<file path="src/rtl/sep_params.svh">
`ifndef SEP_PARAMS_SVH
`define SEP_PARAMS_SVH

// Control byte layout
`define SEP_DEV_CODE      4'hA
`define SEP_CODE_MSB      7
`define SEP_CODE_LSB      4
`define SEP_RW_BIT        0

// Byte framing
`define SEP_BYTE_BITS     4'h8

// Reset values, and the byte sent when the read buffer holds nothing
`define SEP_PTR_RST       4'h0
`define SEP_BYTE_RST      8'h00
`define SEP_IDLE_BYTE     8'hFF

// Internal write cycle timing
`define SEP_CLK_NS        40
`define SEP_WR_TIME_NS    4000
`define SEP_WR_CYCLES     (`SEP_WR_TIME_NS / `SEP_CLK_NS)

`endif

</file>
<file path="src/rtl/sep_pkg.sv">
package sep_pkg;

	typedef enum logic [3:0] {
		SEP_IDLE,
		SEP_CTRL,
		SEP_ACK_CTRL,
		SEP_ADDR,
		SEP_ACK_ADDR,
		SEP_DATA,
		SEP_ACK_DATA,
		SEP_ACK_RD,
		SEP_TX,
		SEP_MACK
	} sep_state_e;

	typedef logic [7:0] sep_byte_t;
	typedef logic [3:0] sep_addr_t;

endpackage : sep_pkg

</file>
<file path="src/rtl/sep_buf2.sv">
`include "sep_params.svh"

module sep_buf2 #(
	parameter int WIDTH = 8
) (
	input  wire logic             i_clk,
	input  wire logic             i_resetn,
	input  wire logic             i_in_valid,
	output logic                  o_in_ready,
	input  wire logic [WIDTH-1:0] i_in_data,
	output logic                  o_out_valid,
	input  wire logic             i_out_ready,
	output logic [WIDTH-1:0]      o_out_data
);

	logic [WIDTH-1:0] mem_ff [2];
	logic             wptr_ff;
	logic             rptr_ff;
	logic [1:0]       cnt_ff;
	logic             nxt_wptr;
	logic             nxt_rptr;
	logic [1:0]       nxt_cnt;
	logic             push;
	logic             pop;

	assign o_in_ready  = (cnt_ff != 2'h2);
	assign o_out_valid = (cnt_ff != 2'h0);
	assign o_out_data  = mem_ff[rptr_ff];
	assign push        = i_in_valid & o_in_ready;
	assign pop         = o_out_valid & i_out_ready;

	always_comb begin
		nxt_wptr = wptr_ff ^ push;
		nxt_rptr = rptr_ff ^ pop;
		nxt_cnt  = cnt_ff;
		if (push && !pop) begin
			nxt_cnt = cnt_ff + 2'h1;
		end else if (pop && !push) begin
			nxt_cnt = cnt_ff - 2'h1;
		end
	end

	always_ff @(posedge i_clk) begin
		if (!i_resetn) begin
			wptr_ff <= 1'b0;
			rptr_ff <= 1'b0;
			cnt_ff  <= 2'h0;
		end else begin
			wptr_ff <= nxt_wptr;
			rptr_ff <= nxt_rptr;
			cnt_ff  <= nxt_cnt;
		end
	end

	always_ff @(posedge i_clk) begin
		if (push) begin
			mem_ff[wptr_ff] <= i_in_data;
		end
	end
endmodule : sep_buf2

</file>
<file path="src/rtl/sep_eeprom.sv">
`include "sep_params.svh"

module sep_eeprom (
	input  wire logic i_clk,
	input  wire logic i_resetn,
	input  wire logic i_scl,
	input  wire logic i_sda,
	output logic      o_sda_out,
	output logic      o_sda_oe,
	output logic      o_busy
);

	localparam logic [7:0] WR_CYCLES = 8'(`SEP_WR_CYCLES);

	sep_pkg::sep_byte_t  mem_ff [16];
	sep_pkg::sep_state_e state_ff;
	sep_pkg::sep_state_e nxt_state;
	logic [2:0]          scl_ff;
	logic [2:0]          sda_ff;
	logic [3:0]          cnt_ff;
	logic [3:0]          nxt_cnt;
	sep_pkg::sep_byte_t  sr_ff;
	sep_pkg::sep_byte_t  nxt_sr;
	sep_pkg::sep_byte_t  tx_ff;
	sep_pkg::sep_byte_t  nxt_tx;
	sep_pkg::sep_byte_t  wbuf_ff;
	sep_pkg::sep_byte_t  nxt_wbuf;
	sep_pkg::sep_addr_t  ptr_ff;
	sep_pkg::sep_addr_t  nxt_ptr;
	logic                wvld_ff;
	logic                nxt_wvld;
	logic                oe_ff;
	logic                nxt_oe;
	logic                busy_ff;
	logic                nxt_busy;
	logic [7:0]          tmr_ff;
	logic [7:0]          nxt_tmr;
	logic                mem_we;
	logic                fetch;
	logic                fetch_ok;
	logic                load;
	logic                buf_valid;
	sep_pkg::sep_byte_t  buf_data;
	logic                scl_rise;
	logic                scl_fall;
	logic                start_cond;
	logic                stop_cond;
	logic                code_hit;

	function automatic sep_pkg::sep_byte_t shl(input sep_pkg::sep_byte_t b,
		input logic in_bit);
		shl = {b[6:0], in_bit};
	endfunction : shl

	// Bit 0 of each chain is the first synchroniser stage
	assign scl_rise   = scl_ff[1] & ~scl_ff[2];
	assign scl_fall   = ~scl_ff[1] & scl_ff[2];
	assign start_cond = scl_ff[1] & scl_ff[2] & sda_ff[2] & ~sda_ff[1];
	assign stop_cond  = scl_ff[1] & scl_ff[2] & ~sda_ff[2] & sda_ff[1];
	assign code_hit   = (sr_ff[`SEP_CODE_MSB:`SEP_CODE_LSB] ==
		`SEP_DEV_CODE);

	assign o_sda_out = 1'b0;
	assign o_sda_oe  = oe_ff;
	assign o_busy    = busy_ff;

	sep_buf2 #(
		.WIDTH (8)
	) u_buf (
		.i_clk       (i_clk),
		.i_resetn    (i_resetn),
		.i_in_valid  (fetch),
		.o_in_ready  (fetch_ok),
		.i_in_data   (mem_ff[ptr_ff]),
		.o_out_valid (buf_valid),
		.i_out_ready (load),
		.o_out_data  (buf_data)
	);

	always_comb begin
		nxt_state = state_ff;
		nxt_cnt   = cnt_ff;
		nxt_sr    = sr_ff;
		nxt_tx    = tx_ff;
		nxt_wbuf  = wbuf_ff;
		nxt_ptr   = ptr_ff;
		nxt_wvld  = wvld_ff;
		nxt_oe    = oe_ff;
		nxt_busy  = busy_ff;
		nxt_tmr   = tmr_ff;
		mem_we    = 1'b0;
		fetch     = 1'b0;
		load      = 1'b0;
		if (busy_ff) begin
			nxt_tmr = tmr_ff - 8'h01;
			if (tmr_ff == 8'h01) begin
				nxt_busy = 1'b0;
				mem_we   = 1'b1;
			end
		end
		if (stop_cond) begin
			// Commit only a whole byte; anything partial aborts
			// The clock rise of the stop itself counts as one bit
			if (state_ff == sep_pkg::SEP_DATA && cnt_ff <= 4'h1 && wvld_ff &&
				!busy_ff) begin
				nxt_busy = 1'b1;
				nxt_tmr  = WR_CYCLES;
			end
			nxt_state = sep_pkg::SEP_IDLE;
			nxt_oe    = 1'b0;
			nxt_wvld  = 1'b0;
			nxt_cnt   = 4'h0;
		end else if (start_cond) begin
			// Repeated start drops a pending write, pointer kept
			nxt_state = sep_pkg::SEP_CTRL;
			nxt_oe    = 1'b0;
			nxt_wvld  = 1'b0;
			nxt_cnt   = 4'h0;
		end else begin
			case (state_ff)
				sep_pkg::SEP_CTRL, sep_pkg::SEP_ADDR, sep_pkg::SEP_DATA: begin
					if (scl_rise && cnt_ff != `SEP_BYTE_BITS) begin
						nxt_sr  = shl(sr_ff, sda_ff[1]);
						nxt_cnt = cnt_ff + 4'h1;
					end else if (scl_fall && cnt_ff == `SEP_BYTE_BITS) begin
						nxt_cnt = 4'h0;
						if (state_ff == sep_pkg::SEP_CTRL) begin
							if (code_hit && !busy_ff) begin
								nxt_oe = 1'b1;
								if (sr_ff[`SEP_RW_BIT]) begin
									nxt_state = sep_pkg::SEP_ACK_RD;
									fetch     = 1'b1;
								end else begin
									nxt_state = sep_pkg::SEP_ACK_CTRL;
								end
							end else begin
								nxt_state = sep_pkg::SEP_IDLE;
							end
						end else if (state_ff == sep_pkg::SEP_ADDR) begin
							nxt_ptr   = sr_ff[3:0];
							nxt_oe    = 1'b1;
							nxt_state = sep_pkg::SEP_ACK_ADDR;
						end else begin
							nxt_wbuf  = sr_ff;
							nxt_wvld  = 1'b1;
							nxt_oe    = 1'b1;
							nxt_state = sep_pkg::SEP_ACK_DATA;
						end
					end
				end
				sep_pkg::SEP_ACK_CTRL: begin
					if (scl_fall) begin
						nxt_oe    = 1'b0;
						nxt_state = sep_pkg::SEP_ADDR;
					end
				end
				sep_pkg::SEP_ACK_ADDR, sep_pkg::SEP_ACK_DATA: begin
					if (scl_fall) begin
						nxt_oe    = 1'b0;
						nxt_state = sep_pkg::SEP_DATA;
					end
				end
				sep_pkg::SEP_ACK_RD: begin
					if (scl_fall) begin
						load      = 1'b1;
						nxt_tx    = buf_valid ? buf_data : `SEP_IDLE_BYTE;
						nxt_oe    = ~nxt_tx[7];
						nxt_cnt   = 4'h1;
						nxt_state = sep_pkg::SEP_TX;
					end
				end
				sep_pkg::SEP_TX: begin
					if (scl_fall) begin
						if (cnt_ff == `SEP_BYTE_BITS) begin
							nxt_oe    = 1'b0;
							nxt_cnt   = 4'h0;
							nxt_state = sep_pkg::SEP_MACK;
						end else begin
							nxt_tx  = shl(tx_ff, 1'b1);
							nxt_oe  = ~tx_ff[6];
							nxt_cnt = cnt_ff + 4'h1;
						end
					end
				end
				sep_pkg::SEP_MACK: begin
					if (scl_rise) begin
						if (!sda_ff[1]) begin
							nxt_state = sep_pkg::SEP_ACK_RD;
							fetch     = 1'b1;
						end else begin
							nxt_state = sep_pkg::SEP_IDLE;
						end
					end
				end
				default: begin
					nxt_state = state_ff;
				end
			endcase
		end
		if (fetch && fetch_ok) begin
			nxt_ptr = ptr_ff + 4'h1;
		end
	end

	always_ff @(posedge i_clk) begin
		if (!i_resetn) begin
			scl_ff   <= 3'h7;
			sda_ff   <= 3'h7;
			state_ff <= sep_pkg::SEP_IDLE;
			cnt_ff   <= 4'h0;
			sr_ff    <= `SEP_BYTE_RST;
			tx_ff    <= `SEP_BYTE_RST;
			wbuf_ff  <= `SEP_BYTE_RST;
			ptr_ff   <= `SEP_PTR_RST;
			wvld_ff  <= 1'b0;
			oe_ff    <= 1'b0;
			busy_ff  <= 1'b0;
			tmr_ff   <= 8'h00;
		end else begin
			scl_ff   <= {scl_ff[1:0], i_scl};
			sda_ff   <= {sda_ff[1:0], i_sda};
			state_ff <= nxt_state;
			cnt_ff   <= nxt_cnt;
			sr_ff    <= nxt_sr;
			tx_ff    <= nxt_tx;
			wbuf_ff  <= nxt_wbuf;
			ptr_ff   <= nxt_ptr;
			wvld_ff  <= nxt_wvld;
			oe_ff    <= nxt_oe;
			busy_ff  <= nxt_busy;
			tmr_ff   <= nxt_tmr;
		end
	end

	// Array is written only when the timed write cycle ends
	always_ff @(posedge i_clk) begin
		if (mem_we) begin
			mem_ff[ptr_ff] <= wbuf_ff;
		end
	end
endmodule : sep_eeprom

</file>
<file path="config.mk">
export PLATFORM = sky130hd
export DESIGN_NAME = sep_eeprom
export DESIGN_NICKNAME = d
export VERILOG_FILES = /design/src/rtl/sep_pkg.sv /design/src/rtl/sep_buf2.sv /design/src/rtl/sep_eeprom.sv
export VERILOG_INCLUDE_DIRS = /design/src /design/src/rtl
export SDC_FILE = /design/constraint.sdc
export NUM_CORES = 1
export LEC_CHECK = 0
export BUFFER_PORTS_ARGS = -buffer_cell sky130_fd_sc_hd__buf_2
export CAP_MARGIN = 30
export CORE_MARGIN = 3
export CORE_UTILIZATION = 54
export CTS_CLUSTER_SIZE = 25
export DETAILED_ROUTE_END_ITERATION = 8
export GPL_TIMING_DRIVEN = 0
export PLACE_DENSITY = 0.71
export SETUP_SLACK_MARGIN = 0.4
export SYNTH_ARGS = -nofsm -noshare
export SYNTH_HDL_FRONTEND = slang
export SYNTH_SLANG_ARGS = --single-unit
</file>
<file path="constraint.sdc">
create_clock -name i_clk -period 3 [get_ports i_clk]
set_input_delay 0.15 -clock i_clk [delete_from_list [all_inputs] [get_ports i_clk]]
set_output_delay 0.15 -clock i_clk [all_outputs]
set_load 0.05 [all_outputs]
</file>
==> flow_metrics.tcl <==
set metrics [dict create \
    status "finished clean" \
    synth_top_cells_by_area "edfxtp_1, dfxtp_1, mux4_2" \
    vias_per_cell 5.96 \
    fin_area_sq_um 9650 \
    clock_latency_ns 0.50 \
    regArea_sq_um 5550 \
    ys_ff_latch 205 \
    wl_met1_microns 7800 \
    coreArea_sq_um 15300 \
    synthAdderAreaFrac_pct 1.76 \
    hold_class "in -> reg" \
    placed_cell_area_sq_um 8840 \
    dieArea_sq_um 17300 \
    synth_cell_type_count 66 \
    cp-end-kind "flop" \
    start_kind "flop" \
    skew_ns 0.0137 \
    netlist_area_sq_um 8520 \
    total_power_w 0.00634 \
    crit_fanout 10 \
    setup_violations 0 \
    synthSimpleGateAreaFrac_pct 10.5 \
    ys_seq_area_share_pct 65.1 \
    gp_congestion 0.920 \
    synthArstFlopShare_pct 0 \
    wire_per_inst_microns 21.2 \
    cts_made_buffers 22 \
    io_pins 7 \
    synth-compound-area-share_pct 7.09 \
    cts_root_buf "clkbuf_16" \
    synthFlopType "edfxtp_1" \
    period_needed_ns 2.42 \
    top_layer "met4" \
    leakage_nw 3.10 \
    multi_input_area_sq_um 2830 \
    ys_warn_count 0 \
    post-route-period-util_pct 80.7 \
    hold_viol_final 0 \
    initial_core_util_pct 55.6 \
    cts_buffer_depth 3 \
    powerDensity_nw_per_um2 658 \
    die_w_microns 132 \
    max_slew_margin_pct 46.5 \
    wl_met3_microns 1060 \
    synthXorXnorAreaFrac_pct 1.34 \
    synth_common_cells "edfxtp_1, dfxtp_1, nand2_1" \
    worst_ep_arrival_time_ns 2.64 \
    grt_first_pass_wirelength_microns 28100 \
    tightest_slew_ns 0.798 \
    cts.sinks 205 \
    dr.first_iter.drc_count 456 \
    min-delay-start "i_resetn" \
    syn_inst 588 \
    rsz0062_at_grt "true" \
    cap_violations 0 \
    portBuffers 5 \
    slew_viol_final 0 \
    ir_drop_v 0.000549 \
    synth.area.mux_share_pct 11.9 \
    firstDrtPassIters 5 \
    synth_edf_count 144 \
    clk_pin_slew_ns 0.06 \
    synth_top_cell_by_area "edfxtp_1" \
    drive_gt1_share_pct 20.3 \
    fmax_mhz 413 \
    worstPathRequired_ns 3.22 \
    grt_pass1_vias 4945 \
    grt_max_degree 18 \
    area_growth_pct 13.2 \
    drt_wl_total_microns 18100 \
    antenna_found_initial 0 \
    diodes 0 \
    rows 45 \
    dp_hpwl_microns 11700 \
    synth_top_family_by_area "multiplexers" \
    vias 5079 \
    grt.total_usage_pct 20.8 \
    antenna_left 0 \
    wl_met2_microns 8810 \
    critical_path_class "reg -> reg" \
    drc 0 \
    fillerInstances 1151 \
    yosysMostFrequentCell "edfxtp_1" \
    cts_tree "yes" \
    syn-num-nets 604 \
    synth.avg_cell_area_sq_um 14.5 \
    fp.dieH_microns 132 \
    final_net_count 642 \
    grt_overflow_total 0 \
    htree_levels 1 \
    synth_top_area_share_pct 50.7 \
    tns_ns 0 \
]
-- registers in the layout, indices dropped and copies added (netlist names), 2 cells and up, named ones only --
signal        flops
state_ff          4
sda_ff            3
scl_ff            3
mem_ff          128
tx_ff             7
wbuf_ff           8
u_buf.mem_ff     16
cnt_ff            4
ptr_ff            4
u_buf.cnt_ff      2
sr_ff             8
tmr_ff            8
-- per-stage QoR --
step                utilization, %  hold WS [ns]  instances  setup WS (ns)
floorplan                        -         0.251        588          0.665
global placement              57.5         0.332        804          0.225
detailed placement            57.7         0.333        808          0.341
CTS                           62.5         0.162        849          0.404
global route                  63.0         0.196        852          0.306
finish                        63.0         0.182        852          0.578
-- report_power, final --
part | internal [W] | switching, W | leakage (nW)
logic | 0.000247 | 0.000401 | 0.931
registers | 0.00302 | 0.0000311 | 1.82
clock network | 0.00161 | 0.00104 | 0.343
total | 0.00488 | 0.00147 | 3.10
-- per-layer routing --
layer | vias to the layer above | GRT usage, %
met1 | 2558 | 29.1
met5 | - | 0
li1 | 2318 | -
met4 | 0 | 4.96
met3 | 34 | 3.64
met2 | 169 | 34.4
-- cells in the final DEF (no fill, tap or decap), types with 5 or more instances in the layout --
cell type	n
buf_4	8
mux4_2	40
clkbuf_1	22
nand3_1	8
a31oi_1	5
inv_1	12
a21oi_1	39
edfxtp_1	144
clkbuf_16	22
nor2_1	23
nor3_1	5
nor3_2	5
o221ai_1	8
o21ai_0	13
nand2_1	54
nor2_2	12
nand2b_1	16
xnor2_1	7
dfxtp_1	61
nor2b_1	8
xor2_1	6
mux2_2	7
ha_1	12
buf_2	14
clkinv_1	5
-- layout make-up --
class	count	area share, %
clock buffers	28	5.94
well taps	211	2.74
inverters	12	0.467
plain buffers	32	1.63
multi-input cells	339	29.4
clock inverters	11	1.40
repair buffers	14	0.985
flip-flops and latches	205	57.5
-- worst paths after layout --
kind / slack, ns / depth (start not counted) / to
setup / recovery: 0.58 / 4 / u_buf.mem_ff[1][5]
hold / removal: 0.18 / 3 / sda_ff[2]
setup reg to reg: 0.58 / 4 / u_buf.mem_ff[1][5]
hold reg to reg: 0.41 / 1 / sda_ff[1]
-- worst max-delay path: stages (launching register included) --
cell      delay (ns)
dfxtp_1         0.32
clkbuf_1        0.29
buf_2           0.42
mux4_2          0.60
mux4_2          0.51
-- cells by family (layout without fill, tap and decap cells) --
logic type                 Yosys count  count (layout)
adders and majority gates           12              12
and+or+nand+nor                    170             170
xor gates and xnor gates            13              13
AOI/OAI and AO/OA                   93              93
other                                1               1
muxes                               50              50
buffers and inverters               44              97
DFF                                205             205
-- timing repair --
| action | in CTS | in global routing |
|---|---|---|
| pin swaps | 0 | 2 |
| hold buffers | 2 | 0 |
| setup buffers | 0 | 3 |
| cloned | 0 | 0 |
| resized for setup | 1 | 19 |
| hold endpoints to repair | 2 | 0 |
| setup endpoints to repair | 14 | 135 |
No activity file was read; power rests on OpenSTA's default activity.
